File: config.mk
export PLATFORM = sky130hd
export DESIGN_NAME = quad_channel_io_mode_control
export DESIGN_NICKNAME = d
export VERILOG_FILES = /design/src/include/qio_pkg.sv /design/src/hw/surge_timer.sv /design/src/hw/thermal_guard.sv /design/src/hw/quad_channel_io_mode_control.sv
export SDC_FILE = /design/constraint.sdc
export NUM_CORES = 1
export LEC_CHECK = 0
export BUFFER_PORTS_ARGS = -buffer_cell sky130_fd_sc_hd__buf_2
export CAP_MARGIN = 20
export CORE_ASPECT_RATIO = 1.4
export CORE_UTILIZATION = 51
export CTS_CLUSTER_SIZE = 16
export DETAILED_ROUTE_END_ITERATION = 12
export PLACE_DENSITY = 0.76
export SLEW_MARGIN = 10
export SYNTH_ARGS = -nofsm -noshare
export SYNTH_HDL_FRONTEND = slang
export SYNTH_SLANG_ARGS = --single-unit
export TNS_END_PERCENT = 50
File: constraint.sdc
create_clock -name ref_clk -period 6.6 [get_ports ref_clk]
set_input_delay 1.32 -clock ref_clk [delete_from_list [all_inputs] [get_ports ref_clk]]
set_output_delay 1.32 -clock ref_clk [all_outputs]
set_load 0.02 [all_outputs]
File: src/include/qio_pkg.sv
// Package: constants and types for the quad channel mode control block
package qio_pkg;

  localparam int NUM_CH = 4;

  // Output mode field codes
  localparam logic [1:0] MODE_HS       = 2'h0;
  localparam logic [1:0] MODE_HS_SURGE = 2'h1;
  localparam logic [1:0] MODE_PP_CLAMP = 2'h2;
  localparam logic [1:0] MODE_PP       = 2'h3;

  // Limit select codes
  localparam logic [1:0] LIM_600MA  = 2'h0;
  localparam logic [1:0] LIM_130MA  = 2'h1;
  localparam logic [1:0] LIM_300MA  = 2'h2;
  localparam logic [1:0] LIM_1200MA = 2'h3;

  // Current limits in mA
  localparam logic [11:0] CUR_600MA  = 12'h258;
  localparam logic [11:0] CUR_130MA  = 12'h082;
  localparam logic [11:0] CUR_300MA  = 12'h12c;
  localparam logic [11:0] CUR_1200MA = 12'h4b0;

  // Reset values
  localparam logic [3:0] INPUT_SEL_RST = 4'h0;
  localparam logic       TYPE_SEL_RST  = 1'b0;

  // Surge windows in ms and their cycle counts at the clock rate
  localparam int CLK_HZ       = 200_000_000;
  localparam int SURGE_MS_00  = 20;
  localparam int SURGE_MS_01  = 50;
  localparam int SURGE_MS_10  = 40;
  localparam int SURGE_MS_11  = 10;
  localparam int CYC_PER_MS   = CLK_HZ / 1000;
  localparam int SURGE_CYC_00 = SURGE_MS_00 * CYC_PER_MS;
  localparam int SURGE_CYC_01 = SURGE_MS_01 * CYC_PER_MS;
  localparam int SURGE_CYC_10 = SURGE_MS_10 * CYC_PER_MS;
  localparam int SURGE_CYC_11 = SURGE_MS_11 * CYC_PER_MS;
  localparam int SURGE_CNT_W  = 24;

  // Channel operating state
  typedef enum logic [2:0] {
    CH_HS,
    CH_HS_SURGE,
    CH_PP_CLAMP,
    CH_PP,
    CH_HIZ,
    CH_DI
  } ch_mode_t;

endpackage

File: src/hw/surge_timer.sv
// Per-channel surge window timer
`timescale 1ns/1ps
`default_nettype none
module surge_timer #(
  parameter int CNT_W = 24
) (
  // Clock and reset
  input  wire logic             clk,
  input  wire logic             rstN,
  // Control
  input  wire logic             start,
  input  wire logic             hold,
  input  wire logic [CNT_W-1:0] length,
  // Status
  output logic                  active
);
  logic [CNT_W-1:0] cnt_q;
  logic [CNT_W-1:0] cnt_d;
  logic             act_q;
  logic             act_d;

  // Load on start, count down while held on
  always_comb begin
    cnt_d = cnt_q;
    act_d = act_q;
    if (!hold) begin
      act_d = 1'b0;
      cnt_d = '0;
    end else if (start) begin
      act_d = 1'b1;
      cnt_d = length;
    end else if (act_q) begin
      if (cnt_q <= CNT_W'(1)) begin
        act_d = 1'b0;
        cnt_d = '0;
      end else begin
        cnt_d = cnt_q - CNT_W'(1);
      end
    end
  end

  // State registers
  always_ff @(posedge clk or negedge rstN) begin
    if (!rstN) begin
      cnt_q <= '0;
      act_q <= 1'b0;
    end else begin
      cnt_q <= cnt_d;
      act_q <= act_d;
    end
  end

  assign active = act_q;
endmodule
`default_nettype wire

File: src/hw/thermal_guard.sv
// Per-channel thermal shutdown with hysteresis
`timescale 1ns/1ps
`default_nettype none
module thermal_guard (
  // Clock and reset
  input  wire logic clk,
  input  wire logic rstN,
  // Sensor comparators
  input  wire logic overTemp,
  input  wire logic coolEnough,
  // Status
  output logic      shutdown,
  output logic      tripPulse
);
  logic sd_q;
  logic sd_d;
  logic trip_q;
  logic trip_d;

  // Trip above threshold, release after hysteresis drop
  always_comb begin
    sd_d   = sd_q;
    trip_d = 1'b0;
    if (!sd_q && overTemp) begin
      sd_d   = 1'b1;
      trip_d = 1'b1;
    end else if (sd_q && coolEnough && !overTemp) begin
      sd_d = 1'b0;
    end
  end

  // State registers
  always_ff @(posedge clk or negedge rstN) begin
    if (!rstN) begin
      sd_q   <= 1'b0;
      trip_q <= 1'b0;
    end else begin
      sd_q   <= sd_d;
      trip_q <= trip_d;
    end
  end

  assign shutdown  = sd_q;
  assign tripPulse = trip_q;
endmodule
`default_nettype wire

File: src/hw/quad_channel_io_mode_control.sv
// Top: per-channel direction, mode, drive, readback and overload logic
//
// How it works
// - input_select bit 0 output, 1 input
// - all channels are outputs after reset
// - decode four output modes from mode field
// - input: upper bit 1 high-Z, else digital input
// - one global input type bit, reset Type 1/3
// - input levels go to readback and pins
// - high-side drives high when on, else high-Z
// - pin gate high ORs level bit with pin
// - output readback shows terminal level, not pins
// - source select 1 shows supply fault latches
// - gate drive pin only when its enable set
// - enable low tri-states high-side, low-side and clamp drivers; gate drive pins and input sinks stay on
// - limit select picks high-side current limit
// - inrush mode doubles limit for surge window
// - limit flag set while current limiting
// - thermal trip forces driver high-Z until cool
// - thermal trip sets channel thermal flag
// - thermal trip sets event; fault when unmasked
`timescale 1ns/1ps
`default_nettype none
module quad_channel_io_mode_control #(
  parameter int NCH          = qio_pkg::NUM_CH,
  parameter int SURGE_CYC_00 = qio_pkg::SURGE_CYC_00,
  parameter int SURGE_CYC_01 = qio_pkg::SURGE_CYC_01,
  parameter int SURGE_CYC_10 = qio_pkg::SURGE_CYC_10,
  parameter int SURGE_CYC_11 = qio_pkg::SURGE_CYC_11
) (
  // Clock and reset
  input  wire logic             ref_clk,
  input  wire logic             rst_n,
  // Channel configuration
  input  wire logic [NCH-1:0]   inputSelect,
  input  wire logic [2*NCH-1:0] outputModeField,
  input  wire logic             inputTypeSelect,
  input  wire logic [NCH-1:0]   outputLevelBit,
  input  wire logic [2*NCH-1:0] limitSelect,
  input  wire logic [NCH-1:0]   gateDriveEnable,
  input  wire logic             readbackSourceSelect,
  input  wire logic             overloadMask,
  // Fault clears from the host
  input  wire logic [NCH-1:0]   supplyFaultClear,
  input  wire logic [NCH-1:0]   limitFlagClear,
  input  wire logic [NCH-1:0]   thermalFlagClear,
  input  wire logic             overloadEventClear,
  // Direct pins
  input  wire logic             directPinGate,
  input  wire logic             driverEnable,
  input  wire logic [NCH-1:0]   directIoIn,
  output logic      [NCH-1:0]   directIoOut,
  output logic      [NCH-1:0]   directIoOe,
  // Analog front-end sense
  input  wire logic [NCH-1:0]   terminalSense,
  input  wire logic [NCH-1:0]   inLimiting,
  input  wire logic [NCH-1:0]   overTemp,
  input  wire logic [NCH-1:0]   coolEnough,
  input  wire logic [NCH-1:0]   supplyLow,
  // Driver controls
  output logic      [NCH-1:0]   highSideOn,
  output logic      [NCH-1:0]   lowSideOn,
  output logic      [NCH-1:0]   activeClamp,
  output logic      [NCH-1:0]   lowLeakHiZ,
  output logic      [NCH-1:0]   sinkEnable,
  output logic                  sinkType2,
  output logic      [NCH-1:0]   gateDrivePin,
  output logic      [12*NCH-1:0] currentLimitMa,
  // Status
  output logic      [NCH-1:0]   levelReadback,
  output logic      [NCH-1:0]   limitFlag,
  output logic      [NCH-1:0]   thermalFlag,
  output logic                  overloadEvent,
  output logic                  fault_out_n
);
  import qio_pkg::*;

  // Reset release through two flops
  logic rstSync1_q;
  logic rstSync2_q;
  always_ff @(posedge ref_clk or negedge rst_n) begin
    if (!rst_n) begin
      rstSync1_q <= 1'b0;
      rstSync2_q <= 1'b0;
    end else begin
      rstSync1_q <= 1'b1;
      rstSync2_q <= rstSync1_q;
    end
  end
  logic rstN;
  assign rstN = rstSync2_q;

  // Per-channel combinational results
  logic [NCH-1:0]    hsOn;
  logic [NCH-1:0]    lsOn;
  logic [NCH-1:0]    clampOn;
  logic [NCH-1:0]    hizOn;
  logic [NCH-1:0]    sinkOn;
  logic [NCH-1:0]    gateOn;
  logic [NCH-1:0]    pinOut;
  logic [NCH-1:0]    pinOe;
  logic [NCH-1:0]    readback;
  logic [NCH-1:0]    thermSd;
  logic [NCH-1:0]    thermTrip;
  logic [NCH-1:0]    surgeAct;
  logic [NCH-1:0]    levelNow;
  logic [12*NCH-1:0] limitMa;

  // Registered state
  logic [NCH-1:0] levelPrev_q;
  logic [NCH-1:0] supplyFault_q;
  logic [NCH-1:0] supplyFault_d;
  logic [NCH-1:0] limFlag_q;
  logic [NCH-1:0] limFlag_d;
  logic [NCH-1:0] thFlag_q;
  logic [NCH-1:0] thFlag_d;
  logic           ovlEvent_q;
  logic           ovlEvent_d;

  // Next values of the registered outputs
  logic [NCH-1:0]    highSideOn_d;
  logic [NCH-1:0]    lowSideOn_d;
  logic [NCH-1:0]    activeClamp_d;
  logic [NCH-1:0]    lowLeakHiZ_d;
  logic [NCH-1:0]    sinkEnable_d;
  logic              sinkType2_d;
  logic [NCH-1:0]    gateDrivePin_d;
  logic [12*NCH-1:0] currentLimitMa_d;
  logic [NCH-1:0]    directIoOut_d;
  logic [NCH-1:0]    directIoOe_d;
  logic [NCH-1:0]    levelReadback_d;
  logic [NCH-1:0]    limitFlag_d;
  logic [NCH-1:0]    thermalFlag_d;
  logic              overloadEvent_d;
  logic              faultOutN_d;
  logic [NCH-1:0]    levelPrev_d;

  genvar ch;
  generate
    for (ch = 0; ch < NCH; ch++) begin : g_ch
      logic [1:0]             mode;
      logic [1:0]             lim;
      ch_mode_t               chMode;
      logic [11:0]            baseMa;
      logic [SURGE_CNT_W-1:0] surgeLen;

      assign mode = outputModeField[2*ch +: 2];
      assign lim  = limitSelect[2*ch +: 2];

      // Direction and mode decode
      always_comb begin
        if (!inputSelect[ch]) begin
          unique case (mode)
            MODE_HS:       chMode = CH_HS;
            MODE_HS_SURGE: chMode = CH_HS_SURGE;
            MODE_PP_CLAMP: chMode = CH_PP_CLAMP;
            MODE_PP:       chMode = CH_PP;
          endcase
        end else if (mode[1]) begin
          chMode = CH_HIZ;
        end else begin
          chMode = CH_DI;
        end
      end

      // Level merge: register bit ORed with pin under gate
      assign levelNow[ch] = outputLevelBit[ch] | (directPinGate & directIoIn[ch]);

      // Output stage control, enable and thermal override
      always_comb begin
        hsOn[ch]    = 1'b0;
        lsOn[ch]    = 1'b0;
        clampOn[ch] = 1'b0;
        hizOn[ch]   = 1'b0;
        sinkOn[ch]  = 1'b0;
        unique case (chMode)
          CH_HS, CH_HS_SURGE: hsOn[ch] = levelNow[ch];
          CH_PP_CLAMP: begin
            hsOn[ch]    = levelNow[ch];
            lsOn[ch]    = ~levelNow[ch];
            clampOn[ch] = 1'b1;
          end
          CH_PP: begin
            hsOn[ch] = levelNow[ch];
            lsOn[ch] = ~levelNow[ch];
          end
          CH_HIZ: hizOn[ch] = 1'b1;
          CH_DI:  sinkOn[ch] = 1'b1;
        endcase
        if (!driverEnable || thermSd[ch]) begin
          hsOn[ch]    = 1'b0;
          lsOn[ch]    = 1'b0;
          clampOn[ch] = 1'b0;
        end
      end

      // Current limit select and surge doubling
      always_comb begin
        unique case (lim)
          LIM_600MA: begin
            baseMa   = CUR_600MA;
            surgeLen = SURGE_CNT_W'(SURGE_CYC_00);
          end
          LIM_130MA: begin
            baseMa   = CUR_130MA;
            surgeLen = SURGE_CNT_W'(SURGE_CYC_01);
          end
          LIM_300MA: begin
            baseMa   = CUR_300MA;
            surgeLen = SURGE_CNT_W'(SURGE_CYC_10);
          end
          LIM_1200MA: begin
            baseMa   = CUR_1200MA;
            surgeLen = SURGE_CNT_W'(SURGE_CYC_11);
          end
        endcase
      end
      assign limitMa[12*ch +: 12] = surgeAct[ch] ? {baseMa[10:0], 1'b0} : baseMa;

      // Surge window starts on each switch-on in inrush mode
      surge_timer #(
        .CNT_W (SURGE_CNT_W)
      ) u_surge (
        .clk    (ref_clk),
        .rstN   (rstN),
        .start  (hsOn[ch] & ~levelPrev_q[ch]),
        .hold   (chMode == CH_HS_SURGE && hsOn[ch]),
        .length (surgeLen),
        .active (surgeAct[ch])
      );

      // Thermal shutdown with hysteresis
      thermal_guard u_therm (
        .clk        (ref_clk),
        .rstN       (rstN),
        .overTemp   (overTemp[ch]),
        .coolEnough (coolEnough[ch]),
        .shutdown   (thermSd[ch]),
        .tripPulse  (thermTrip[ch])
      );

      // Gate drive, direct pin direction and readback source
      assign gateOn[ch]   = gateDriveEnable[ch];
      assign pinOe[ch]    = inputSelect[ch];
      assign pinOut[ch]   = inputSelect[ch] & terminalSense[ch];
      assign readback[ch] = readbackSourceSelect ? supplyFault_q[ch]
                                                 : terminalSense[ch];
    end
  endgenerate

  // Sticky flags: set wins over clear
  always_comb begin
    supplyFault_d = (supplyFault_q & ~supplyFaultClear)
                  | (supplyLow & {NCH{readbackSourceSelect}});
    limFlag_d     = (limFlag_q & ~limitFlagClear) | inLimiting;
    thFlag_d      = (thFlag_q & ~thermalFlagClear) | thermTrip;
    ovlEvent_d    = (ovlEvent_q & ~overloadEventClear) | (|thermTrip);
  end

  // Output next values, all registered below
  always_comb begin
    highSideOn_d     = hsOn;
    lowSideOn_d      = lsOn;
    activeClamp_d    = clampOn;
    lowLeakHiZ_d     = hizOn;
    sinkEnable_d     = sinkOn;
    sinkType2_d      = inputTypeSelect;
    gateDrivePin_d   = gateOn;
    currentLimitMa_d = limitMa;
    directIoOut_d    = pinOut;
    directIoOe_d     = pinOe;
    levelReadback_d  = readback;
    limitFlag_d      = limFlag_d;
    thermalFlag_d    = thFlag_d;
    overloadEvent_d  = ovlEvent_d;
    faultOutN_d      = ~(ovlEvent_d & ~overloadMask);
    // Previous high-side state for the surge start edge
    levelPrev_d      = hsOn;
  end

  // Flag registers
  always_ff @(posedge ref_clk or negedge rstN) begin
    if (!rstN) begin
      supplyFault_q <= '0;
      limFlag_q     <= '0;
      thFlag_q      <= '0;
      ovlEvent_q    <= 1'b0;
      levelPrev_q   <= '0;
    end else begin
      supplyFault_q <= supplyFault_d;
      limFlag_q     <= limFlag_d;
      thFlag_q      <= thFlag_d;
      ovlEvent_q    <= ovlEvent_d;
      levelPrev_q   <= levelPrev_d;
    end
  end

  // Registered outputs
  always_ff @(posedge ref_clk or negedge rstN) begin
    if (!rstN) begin
      highSideOn     <= '0;
      lowSideOn      <= '0;
      activeClamp    <= '0;
      lowLeakHiZ     <= '0;
      sinkEnable     <= '0;
      sinkType2      <= TYPE_SEL_RST;
      gateDrivePin   <= '0;
      currentLimitMa <= '0;
      directIoOut    <= '0;
      directIoOe     <= '0;
      levelReadback  <= '0;
      limitFlag      <= '0;
      thermalFlag    <= '0;
      overloadEvent  <= 1'b0;
      fault_out_n    <= 1'b1;
    end else begin
      highSideOn     <= highSideOn_d;
      lowSideOn      <= lowSideOn_d;
      activeClamp    <= activeClamp_d;
      lowLeakHiZ     <= lowLeakHiZ_d;
      sinkEnable     <= sinkEnable_d;
      sinkType2      <= sinkType2_d;
      gateDrivePin   <= gateDrivePin_d;
      currentLimitMa <= currentLimitMa_d;
      directIoOut    <= directIoOut_d;
      directIoOe     <= directIoOe_d;
      levelReadback  <= levelReadback_d;
      limitFlag      <= limitFlag_d;
      thermalFlag    <= thermalFlag_d;
      overloadEvent  <= overloadEvent_d;
      fault_out_n    <= faultOutN_d;
    end
  end
endmodule
`default_nettype wire

==> run summary, run 1 <==
met2 WL -> 13000 um
Yosys reg bits -> 205
port bufs -> 162
Metal-1 WL -> 9800 um
number of global-route vias before repair -> 8258
GP Congestion -> 0.907
Largest Register -> g_ch.u_surge.cnt_q
hold_sp -> rstSync1_q
Avg WL per Cell -> 17.0 um
io pins -> 167
Remaining DRCs -> 0
Max Cap Violations -> 0
Total GRT Usage -> 25.2%
post-DP HPWL -> 17700 um
ys flop type -> dfrtp_1
PD cells -> 241 mW/mm2
fraction of registers with async set/reset -> 100%
max_slew headroom -> 35.7%
multi-input logic area -> 0.00444 mm2
WP data required -> 6.97 ns
cell mode on critical path -> nand3_1
worst hold slack -> 0.356 ns
CTS clk-pin slew, worst paths -> 0.06 ns
cell taking the most area after synthesis -> dfrtp_1
CP top delay family -> simple AND/OR/NAND/NOR gates
cells after synthesis -> 1031
CP startpoint -> driverEnable
worst min path class -> flip-flop to flip-flop
FF/Latch Area -> 0.00513 mm2
Worst Skew -> 0.00923 ns
Period Utilization, post-route -> 49.3%
die width -> 120 um
Worst-Margin Slew -> 0.957 ns
GRT overflow -> 0
Post-synth EDFFs -> 0
WP data arrival -> 3.63 ns
post-layout min period -> 3.26 ns
Fill cells -> 1561
share of layout cells above drive strength 1 -> 19.2%
sequential share of the synthesized area -> 51.9%
Achievable Freq -> 307 MHz
Crit Path Max Fanout -> 11
Slowest-stage cell, CP -> nor3_1
initial core utilization -> 52.6%
delay of the slowest critical-path stage -> 0.62 ns
crit-path cells -> buf_2, or3b_2, nor3_1, nand3_1, nand3_1, xor2_1, nor2_1
Critical Path End Type -> flip-flop
Initial DRC Count -> 667
Regs by FF count -> g_ch.u_surge.cnt_q: 96 flops, currentLimitMa: 44 flops
final non-filler cell total -> 1452
cell with the most instances after synthesis -> dfrtp_1
Post-Syn Area per Cell -> 9.60 um2
synthesized cell area -> 0.00990 mm2
Post-synth top cells -> dfrtp_1 (204), nor2_1 (105), o21ai_0 (96)
Core ar. -> 0.0188 mm2
CTS Hold Buffers Added -> 0
Bufs and invs on worst path -> 1
Skew-Pair Late Insertion Delay -> 0.50 ns
Die ar. -> 0.0200 mm2
# clock sinks -> 205
status -> finished, final reports clean
max FFs per register -> 96
startpoint types -> primary input
Slew Viols, Final -> 0
first-pass GRT wire length -> 40700 um
setup tns final -> 0 ns
via count -> 8428
pin count of the biggest net entering global routing -> 144
Final Hold Fails -> 0
Final Setup Violations -> 0
TritonRoute pass-1 iters -> 5
post-synth cell types -> 64
Final #Nets -> 1288
row count -> 59
leakage -> 6.08 nW
Post-DRT Antenna Nets -> 0
Placed Instances -> 1412
H-Tree Depth -> 1
max layer used -> met4
critical register-to-register path startpoint -> g_ch[2].u_surge.cnt_q[16]
yosys warns -> 0
post_cts resized -> 0
post-DR vias/cell -> 5.80
cts bufs inserted -> 21
initial antenna violation count -> 3
met3 WL -> 1150 um
Crit Path Category -> primary input to flip-flop
CTS tree -> yes
# Post-CTS Setup Buffers -> 0
die span in y -> 167 um
Final Power -> 0.00281 W
largest buffer count on any clock path -> 3
top cells by area, synth -> dfrtp_1 (52%), o21ai_0 (4.9%), nor2_1 (4.0%), nand2_1 (3.6%), ha_1 (3.0%)
RSZ-0062 raised after global routing -> false
Post-Route WL -> 24600 um
Clock Root Buffer -> clkbuf_16
area growth from synthesis to layout -> 17.8%
maximum vdd drop -> 179 uV
post-synth top area share -> 51.6%
## layout make-up
type / count / area share, %
clock inverters: 10 / 1.24
repair buffers: 168 / 7.43
flip-flops and latches: 205 / 44.0
diodes: 3 / 0.0644
inverters: 50 / 1.61
well taps: 244 / 2.62
multi-input cells: 746 / 38.1
clock buffers: 26 / 4.93
## report_power, final
| part | switching (W) | internal [W] |
|---|---|---|
| registers | 0.0000266 | 0.00130 |
| clock network | 0.000494 | 0.000740 |
| logic | 0.000166 | 0.0000885 |
| total | 0.000686 | 0.00213 |
## metal layers
layer / up-vias / track usage, %
met5: - / 0
li1: 3982 / -
met3: 55 / 2.88
met2: 270 / 45.8
met1: 4121 / 30.7
met4: 0 / 8.10
## per-stage QoR
stage	setup slack (ns)	cell area (um2)	util [%]
detailed placement	2.84	10900	58.0
CTS	3.39	11600	61.9
global route	3.21	11700	61.9
floorplan	0.466	9910	-
global placement	2.96	10900	58.0
finish	3.34	11700	61.9
## final timing paths
path,end,cells past startpoint,slack (ns)
max reg2reg,g_ch[2].u_surge.cnt_q[6],5,3.54
max,g_ch[0].u_surge.cnt_q[5],7,3.34
min,rstN,0,0.36
max in group asynchronous,g_ch[1].u_surge.cnt_q[17],1,5.00
min reg2reg,rstN,0,0.36
min in group asynchronous,currentLimitMa[44],0,0.43
## cell usage in the layout, fill, tap and decap left out, types with 5 or more instances in the layout
cell / count
and3_1: 7
mux2i_1: 5
clkbuf_16: 21
nor2b_1: 17
nor4_1: 32
o21ai_0: 96
and2_1: 10
ha_1: 24
mux2_2: 6
or2_2: 11
o211ai_1: 5
nor3b_1: 10
nand4_1: 5
nand2b_1: 11
xnor2_1: 20
inv_1: 50
nor2_1: 105
a21oi_1: 40
o21bai_1: 7
a31oi_1: 6
o311ai_0: 5
a211o_1: 6
o22ai_1: 6
or3_1: 20
a21o_1: 15
nor3_1: 46
nand2_1: 95
xor2_1: 16
o31ai_1: 6
a22o_1: 5
buf_2: 163
nand3_1: 28
conb_1: 5
dfrtp_1: 203
or4_1: 23
## cells by family after synthesis
| kind of cell | count (synthesis) | synth area share (%) |
|---|---|---|
| AOI/OAI and AO/OA | 235 | 14.9 |
| xor gates and xnor gates | 36 | 3.19 |
| adders and majority gates | 24 | 3.03 |
| buffers and inverters | 83 | 3.41 |
| DFF | 205 | 51.9 |
| muxes | 11 | 1.19 |
| other | 2 | 0.0759 |
| and+or+nand+nor | 435 | 22.3 |
Power figures use the tool's default switching activity.
==> run 2: changes to the inputs <==
Settings changed: ABC_AREA set to 1, CORE_UTILIZATION 51 to 52, PLACE_DENSITY 0.76 to 0.77.
Clock period 6.6 ns to 2.7 ns, I/O delays scaled along.
==> run summary, run 2 <==
status -> finished, final reports clean (unchanged)
Slowest-stage cell, CP -> dfrtp_1 (was nor3_1)
# Post-CTS Setup Buffers -> 0 (unchanged)
Flop pwr share -> 47.5% (was 47.1%)
first-pass GRT wire length -> 44000 um (was 40700 um)
post_cts resized -> 0 (unchanged)
cell taking the most area after synthesis -> dfrtp_1 (unchanged)
CTS Hold Buffers Added -> 1 (was 0)
final worst slack -> 0.630 ns (was 3.34 ns)
Synth Area in Simple Gates -> 29.0% (was 22.3%)
post-synth cell types -> 40 (was 64)
Skew-Pair Late Insertion Delay -> 0.50 ns (about the same)
CTS tree -> yes (unchanged)
fraction of registers with async set/reset -> 100% (unchanged)
initial antenna violation count -> 1 (was 3)
Crit Path Category -> flip-flop to flip-flop (was primary input to flip-flop)
WP data required -> 3.08 ns (was 6.97 ns)
Fill cells -> 1844 (was 1561)
row count -> 62 (was 59)
cells after synthesis -> 1409 (was 1031)
Remaining DRCs -> 0 (unchanged)
switching share of power -> 25.6% (was 24.4%)
Max Cap Violations -> 0 (unchanged)
synthesized cell area -> 0.0108 mm2 (was 0.00990 mm2)
cts bufs inserted -> 21 (unchanged)
Post-Syn Area per Cell -> 7.65 um2 (was 9.60 um2)
Post-synth EDFFs -> 0 (unchanged)
area growth from synthesis to layout -> 16.5% (was 17.8%)
initial core utilization -> 52.9% (was 52.6%)
Die ar. -> 0.0213 mm2 (was 0.0200 mm2)
yosys warns -> 0 (unchanged)
Core ar. -> 0.0204 mm2 (was 0.0188 mm2)
Initial DRC Count -> 576 (was 667)
post-layout min period -> 2.07 ns
via count -> 9615 (was 8428)
ys flop type -> dfrtp_1 (unchanged)
CP top delay family -> simple AND/OR/NAND/NOR gates (unchanged)
GRT overflow -> 0 (unchanged)
delay of the slowest critical-path stage -> 0.38 ns (was 0.62 ns)
post-DR vias/cell -> 5.19 (was 5.80)
Regs by FF count -> g_ch.u_surge.cnt_q: 96 flops, currentLimitMa: 44 flops (unchanged)
Clk pwr share -> 41.1% (was 43.9%)
RSZ-0062 raised after global routing -> false (unchanged)
Bufs and invs on worst path -> 2 (was 1)
sequential share of the synthesized area -> 47.6% (was 51.9%)
Largest Register -> g_ch.u_surge.cnt_q (unchanged)
Place WS -> 0.418 ns (was 2.84 ns)
Worst-Margin Slew -> 0.675 ns (was 0.957 ns)
Yosys reg bits -> 205 (unchanged)
post-DP HPWL -> 20600 um (was 17700 um)
Comb power frac -> 11.5% (was 9.0%)
Critical Path End Type -> flip-flop (unchanged)
PD cells -> 542 mW/mm2 (was 241 mW/mm2)
die width -> 124 um (was 120 um)
pin count of the biggest net entering global routing -> 65 (was 144)
Crit Path Max Fanout -> 9 (was 11)
Final #Nets -> 1681 (was 1288)
Slew Viols, Final -> 0 (unchanged)
# clock sinks -> 205 (unchanged)
cell with the most instances after synthesis -> nand2_1 (was dfrtp_1)
largest buffer count on any clock path -> 3 (unchanged)
final core area utilization -> 61.6% (was 61.9%)
crit-path cells -> inv_1, ha_1, nand2_1, nor2_4, nor2_1, nor2_4, nor2_2, nand2_1, nand2_1, inv_2, nor2_1 (was buf_2, or3b_2, nor3_1, nand3_1, nand3_1, xor2_1, nor2_1)
max FFs per register -> 96 (unchanged)
number of global-route vias before repair -> 9329 (was 8258)
GP Congestion -> 0.969 (was 0.907)
WP data arrival -> 2.46 ns (was 3.63 ns)
share of layout cells above drive strength 1 -> 15.7% (was 19.2%)
Clock Root Buffer -> clkbuf_16 (unchanged)
io pins -> 167 (unchanged)
die span in y -> 172 um (was 167 um)
post-synth top area share -> 47.3% (was 51.6%)
Synth Area in Compound Gates -> 9.14% (was 14.9%)
CTS clk-pin slew, worst paths -> 0.06 ns (about the same)
most common cell after layout, fill and taps aside -> nand2_1 (was dfrtp_1)
Net Switching -> 0.00174 W (was 0.000686 W)
Total GRT Usage -> 26.1% (was 25.2%)
Post-DRT Antenna Nets -> 0 (unchanged)
FF/Latch Area -> 0.00513 mm2 (unchanged)
worst min path class -> primary input to flip-flop (was flip-flop to flip-flop)
H-Tree Depth -> 1 (unchanged)
commonest cells after routing, fill and taps aside -> nand2_1 (390), nor2_1 (213), dfrtp_1 (203), inv_1 (183), buf_2 (162) (was dfrtp_1 (203), buf_2 (163), nor2_1 (105), o21ai_0 (96), nand2_1 (95))
cell mode on critical path -> nand2_1 (was nand3_1)
Worst Skew -> 0.00993 ns (was 0.00923 ns)
Final Hold Fails -> 0 (unchanged)
max_slew headroom -> 55.0% (was 35.7%)
cell-internal power -> 0.00506 W (was 0.00213 W)
Avg WL per Cell -> 14.5 um (was 17.0 um)
maximum vdd drop -> 445 uV (was 179 uV)
Period Utilization, post-route -> 76.7%
Final Power -> 0.00681 W (was 0.00281 W)
Post-synth top cells -> nand2_1 (390), nor2_1 (213), dfrtp_1 (204) (was dfrtp_1 (204), nor2_1 (105), o21ai_0 (96))
leakage -> 7.63 nW (was 6.08 nW)
xor/xnor share of the synthesized area -> 3.74% (was 3.19%)
TritonRoute pass-1 iters -> 4 (was 5)
Achievable Freq -> 483 MHz
multi-input logic area -> 0.00484 mm2 (was 0.00444 mm2)
top cells by area, synth -> dfrtp_1 (47%), nand2_1 (14%), nor2_1 (7.4%), inv_1 (6.4%), o21ai_0 (5.0%) (was dfrtp_1 (52%), o21ai_0 (4.9%), nor2_1 (4.0%), nand2_1 (3.6%), ha_1 (3.0%))
largest family of logic cells by synthesized area -> simple AND/OR/NAND/NOR gates (unchanged)
Post-Route WL -> 26900 um (was 24600 um)
mux cell area share after synthesis -> 0% (was 1.19%)
setup tns final -> 0 ns (unchanged)
startpoint types -> flip-flop (was primary input)
Final Setup Violations -> 0 (unchanged)
port bufs -> 162 (unchanged)
post-synthesis adder-cell area fraction -> 2.78% (was 3.03%)
-- run 2: cell types whose count changed in the layout (fill, tap and decap cells not counted), moves of 29 or more --
| cell | previous run | this run |
|---|---|---|
| nor3_1 | 46 | 4 |
| nor2_1 | 105 | 213 |
| nor4_1 | 32 | 3 |
| xor2_1 | 16 | 45 |
| inv_1 | 50 | 183 |
| nand2_1 | 95 | 390 |
| nand3_1 | 28 | 77 |
-- run 2: cell families (layout without fill, tap and decap cells) --
logic type	after synthesis	in the layout
AOI/OAI and AO/OA	176	176
DFF	205	205
and+or+nand+nor	745	745
other	2	6
buffers and inverters	211	396
adders and majority gates	24	24
xor gates and xnor gates	46	46
-- run 2: power by group through the flow --
stage	registers [W]	logic, W	clock network (W)
after floorplan	0.00341	0.000370	0
after global placement	0.00328	0.000768	0
after detailed placement	0.00329	0.000780	0
after CTS	0.00323	0.000785	0.00286
after global routing	0.00324	0.000874	0.00300
final	0.00323	0.000780	0.00280
-- run 2: area by class of cell --
type / count / share of cell area, %
Sequential cell: 205 / 40.9
Multi-Input combinational cell: 996 / 38.5
Timing Repair Buffer: 168 / 7.13
Inverter: 193 / 5.77
Clock buffer: 32 / 4.83
Tap cell: 256 / 2.55
Clock inverter: 3 / 0.358
Antenna cell: 1 / 0.0199
-- run 2: worst register-to-register path, stage by stage (launching register included) --
cell     delay [ns]
dfrtp_1        0.38
inv_1          0.15
ha_1           0.30
nand2_1        0.14
nor2_4         0.22
nor2_1         0.12
nor2_4         0.21
nor2_2         0.11
nand2_1        0.07
nand2_1        0.08
inv_2          0.12
nor2_1         0.05
-- run 2: final timing paths --
| path | from | end | slack, ns | cells after the start |
|---|---|---|---|---|
| max | g_ch[0].u_surge.cnt_q[0] | g_ch[0].u_surge.cnt_q[13] | 0.63 | 11 |
| min | gateDriveEnable[0] | gateDrivePin[0] | 0.14 | 1 |
| max reg2reg | g_ch[0].u_surge.cnt_q[0] | g_ch[0].u_surge.cnt_q[13] | 0.63 | 11 |
| min reg2reg | rstN | g_ch[2].u_surge.cnt_q[13] | 0.36 | 0 |
| max in group asynchronous | rstN | fault_out_n | 1.55 | 1 |
| min in group asynchronous | rst_n | rstN | 0.35 | 2 |
-- run 2: stage by stage --
stage | hold slack [ns] | area, um2 | cells
floorplan | 0.244 | 10800 | 1412
global placement | 0.327 | 11900 | 1817
detailed placement | 0.329 | 11900 | 1817
CTS | 0.127 | 12600 | 1853
global route | 0.120 | 12600 | 1854
finish | 0.144 | 12600 | 1854
-- run 2: metal layers --
metal,vias to the layer above,GRT usage [%],share of wire (%)
li1,4758,-,-
met1,4504,31.6,42
met2,286,46.6,51
met3,67,3.63,4.9
met4,0,9.38,3.0
met5,-,0,0
==> run 3: changes to the inputs <==
Settings changed: ABC_AREA 1 to 0, CORE_UTILIZATION 52 to 51, PLACE_DENSITY 0.77 to 0.76.
Clock period 2.7 ns to 1.9 ns, I/O delays scaled along.
==> run summary, run 3 (same netlist as run 1, synthesis figures left out) <==
status -> finished with violations (was finished, final reports clean)
violated checks -> negative setup slack
Clock Root Buffer -> clkbuf_16 (unchanged)
Clk pwr share -> 39.2% (was 41.1%)
Core ar. -> 0.0188 mm2 (was 0.0204 mm2)
largest buffer count on any clock path -> 3 (unchanged)
Flop pwr share -> 47.6% (was 47.5%)
maximum vdd drop -> 616 uV (was 445 uV)
port bufs -> 162 (unchanged)
most common cell after layout, fill and taps aside -> buf_4 (was nand2_1)
io pins -> 167 (unchanged)
Slew Viols, Final -> 0 (unchanged)
Worst Skew -> 0.00856 ns (was 0.00993 ns)
Worst-Margin Slew -> 0.734 ns (was 0.675 ns)
Critical Path End Type -> flip-flop (unchanged)
Post-Route WL -> 33300 um (was 26900 um)
critical path depth in cells -> 8 (was 11)
layer with the highest usage -> met2 (unchanged)
Remaining DRCs -> 0 (unchanged)
grt met2 use -> 55.6% (was 46.6%)
CTS tree -> yes (unchanged)
Slowest-stage cell, CP -> or4_4 (was dfrtp_1)
GRT overflow -> 0 (unchanged)
met3 GRT Util -> 4.45% (was 3.63%)
Crit Path Max Fanout -> 4 (was 9)
setup tns final -> -36.89 ns (was 0 ns)
via count -> 10300 (was 9615)
Bufs and invs on worst path -> 2 (unchanged)
initial antenna violation count -> 2 (was 1)
die width -> 120 um (was 124 um)
Max Cap Violations -> 0 (unchanged)
Hold Crit Depth -> 2 (was 1)
Final Power -> 0.00960 W (was 0.00681 W)
Regs by FF count -> g_ch.u_surge.cnt_q: 96 flops, currentLimitMa: 44 flops (unchanged)
final worst slack -> -0.609 ns (was 0.630 ns)
routing usage on met1 -> 34.9% (was 31.6%)
delay of the slowest critical-path stage -> 0.57 ns (was 0.38 ns)
max_slew headroom -> 51.1% (was 55.0%)
cell mode on critical path -> or4_4 (was nand2_1)
pin count of the biggest net entering global routing -> 72 (was 65)
Skew-Pair Late Insertion Delay -> 0.50 ns (about the same)
post-DR vias/cell -> 5.88 (was 5.19)
Final Hold Fails -> 0 (unchanged)
initial core utilization -> 52.6% (was 52.9%)
post-layout min period -> 2.51 ns (was 2.07 ns)
GP Congestion -> 0.955 (was 0.969)
share of layout cells above drive strength 1 -> 41.7% (was 15.7%)
leakage -> 7.75 nW (was 7.63 nW)
area growth from synthesis to layout -> 47.7% (was 16.5%)
Die ar. -> 0.0200 mm2 (was 0.0213 mm2)
row count -> 59 (was 62)
Crit Path Category -> flip-flop to flip-flop (unchanged)
Net Switching -> 0.00250 W (was 0.00174 W)
Achievable Freq -> 399 MHz (was 483 MHz)
cts bufs inserted -> 21 (unchanged)
RSZ-0062 raised after global routing -> true (was false)
switching share of power -> 26.1% (was 25.6%)
H-Tree Depth -> 1 (unchanged)
Total GRT Usage -> 30.9% (was 26.1%)
post-DP HPWL -> 21600 um (was 20600 um)
worst min path class -> primary input to flip-flop (unchanged)
Initial DRC Count -> 1067 (was 576)
Period Utilization, post-route -> 132% (was 76.7%)
die span in y -> 167 um (was 172 um)
Post-DRT Antenna Nets -> 0 (unchanged)
# clock sinks -> 205 (unchanged)
TritonRoute pass-1 iters -> 8 (was 4)
max FFs per register -> 96 (unchanged)
Avg WL per Cell -> 19.1 um (was 14.5 um)
PD cells -> 657 mW/mm2 (was 542 mW/mm2)
Largest Register -> g_ch.u_surge.cnt_q (unchanged)
number of global-route vias before repair -> 10200 (was 9329)
crit-path cells -> or4_4, or4_4, buf_6, buf_12, o2111ai_4, o21ai_2, nand2_1, o211ai_1 (was inv_1, ha_1, nand2_1, nor2_4, nor2_1, nor2_4, nor2_2, nand2_1, nand2_1, inv_2, nor2_1)
startpoint types -> flip-flop (unchanged)
CTS clk-pin slew, worst paths -> 0.06 ns (about the same)
CP top delay family -> simple AND/OR/NAND/NOR gates (unchanged)
WP data required -> 2.26 ns (was 3.08 ns)
final core area utilization -> 77.6% (was 61.6%)
Final Setup Violations -> 100 (was 0)
Final #Nets -> 1584 (was 1681)
cell-internal power -> 0.00710 W (was 0.00506 W)
commonest cells after routing, fill and taps aside -> buf_4 (266), dfrtp_1 (203), buf_2 (162), nor2_1 (89), nand2_1 (88) (was nand2_1 (390), nor2_1 (213), dfrtp_1 (203), inv_1 (183), buf_2 (162))
Comb power frac -> 13.1% (was 11.5%)
worst r2r path cells -> 8 (was 11)
first-pass GRT wire length -> 49400 um (was 44000 um)
WP data arrival -> 2.87 ns (was 2.46 ns)
## run 3: cell count changes in the layout (fill, tap and decap cells not counted), sizes merged, moves of 19 or more
cell   change
a21oi     +20
buf      +291
inv      -142
nand2    -302
nand3     -51
nor2     -127
nor3      +38
nor4      +29
o21ai     -24
or3       +20
or4       +24
xnor2     +19
xor2      -29
## run 3: worst paths after layout
kind | from | end | slack, ns
worst min-delay path | outputModeField[0] | activeClamp[0] | 0.05
max in group asynchronous | rstN | fault_out_n | 1.06
worst max-delay path | g_ch[0].u_surge.cnt_q[17] | g_ch[0].u_surge.cnt_q[22] | -0.61
worst max register to register | g_ch[0].u_surge.cnt_q[17] | g_ch[0].u_surge.cnt_q[22] | -0.61
min in group asynchronous | rstN | sinkEnable[3] | 0.17
worst min register to register | rstN | sinkEnable[3] | 0.17
## run 3: area by class of cell
class	instances	area, um2
Inverter	50	188
Sequential cell	205	5130
Antenna cell	1	2.50
Tap cell	244	305
Timing Repair Buffer	464	3280
Fill cell	1172	4210
Clock buffer	29	566
Multi-Input combinational cell	746	5110
Clock inverter	6	32.5
## run 3: timing repair
item / 4_1_cts / 5_1_grt
hold buffers: 6 / 0
endpoints found under the setup margin: 100 / 100
buffers inserted: 11 / 12
cloned: 1 / 0
pin swaps: 50 / 37
hold endpoints to repair: 7 / 0
gates resized for setup: 112 / 95
## run 3: power groups by stage
| stage | Combinational (W) | Sequential, W | Clock [W] |
|---|---|---|---|
| after CTS | 0.00118 | 0.00457 | 0.00380 |
| final | 0.00126 | 0.00457 | 0.00377 |
| after detailed placement | 0.00109 | 0.00465 | 0 |
| after floorplan | 0.000368 | 0.00485 | 0 |
| after global routing | 0.00135 | 0.00458 | 0.00399 |
| after global placement | 0.00107 | 0.00465 | 0 |
## run 3: layer usage
metal / up-vias / wire (um)
met2: 565 / 17100
li1: 4576 / -
met4: 0 / 2040
met3: 183 / 2140
met1: 4941 / 12000
met5: - / 0
## run 3: worst reg2reg max path, delay by kind of cell (launching register included)
family          cells  cell delay [ns]
simple gates        3             1.23
flops               1             0.40
buf+inv             2             0.29
compound gates      3             0.46
## run 3: stage by stage
step | hold slack (ns) | setup slack, ns | area [um2] | cells
floorplan | 0.0844 | -0.591 | 9910 | 1034
global placement | 0.165 | -0.653 | 13000 | 1680
detailed placement | 0.168 | -0.664 | 13000 | 1680
CTS | 0.0371 | -0.587 | 14100 | 1733
global route | 0.0493 | -0.651 | 14600 | 1745
finish | 0.0512 | -0.609 | 14600 | 1745
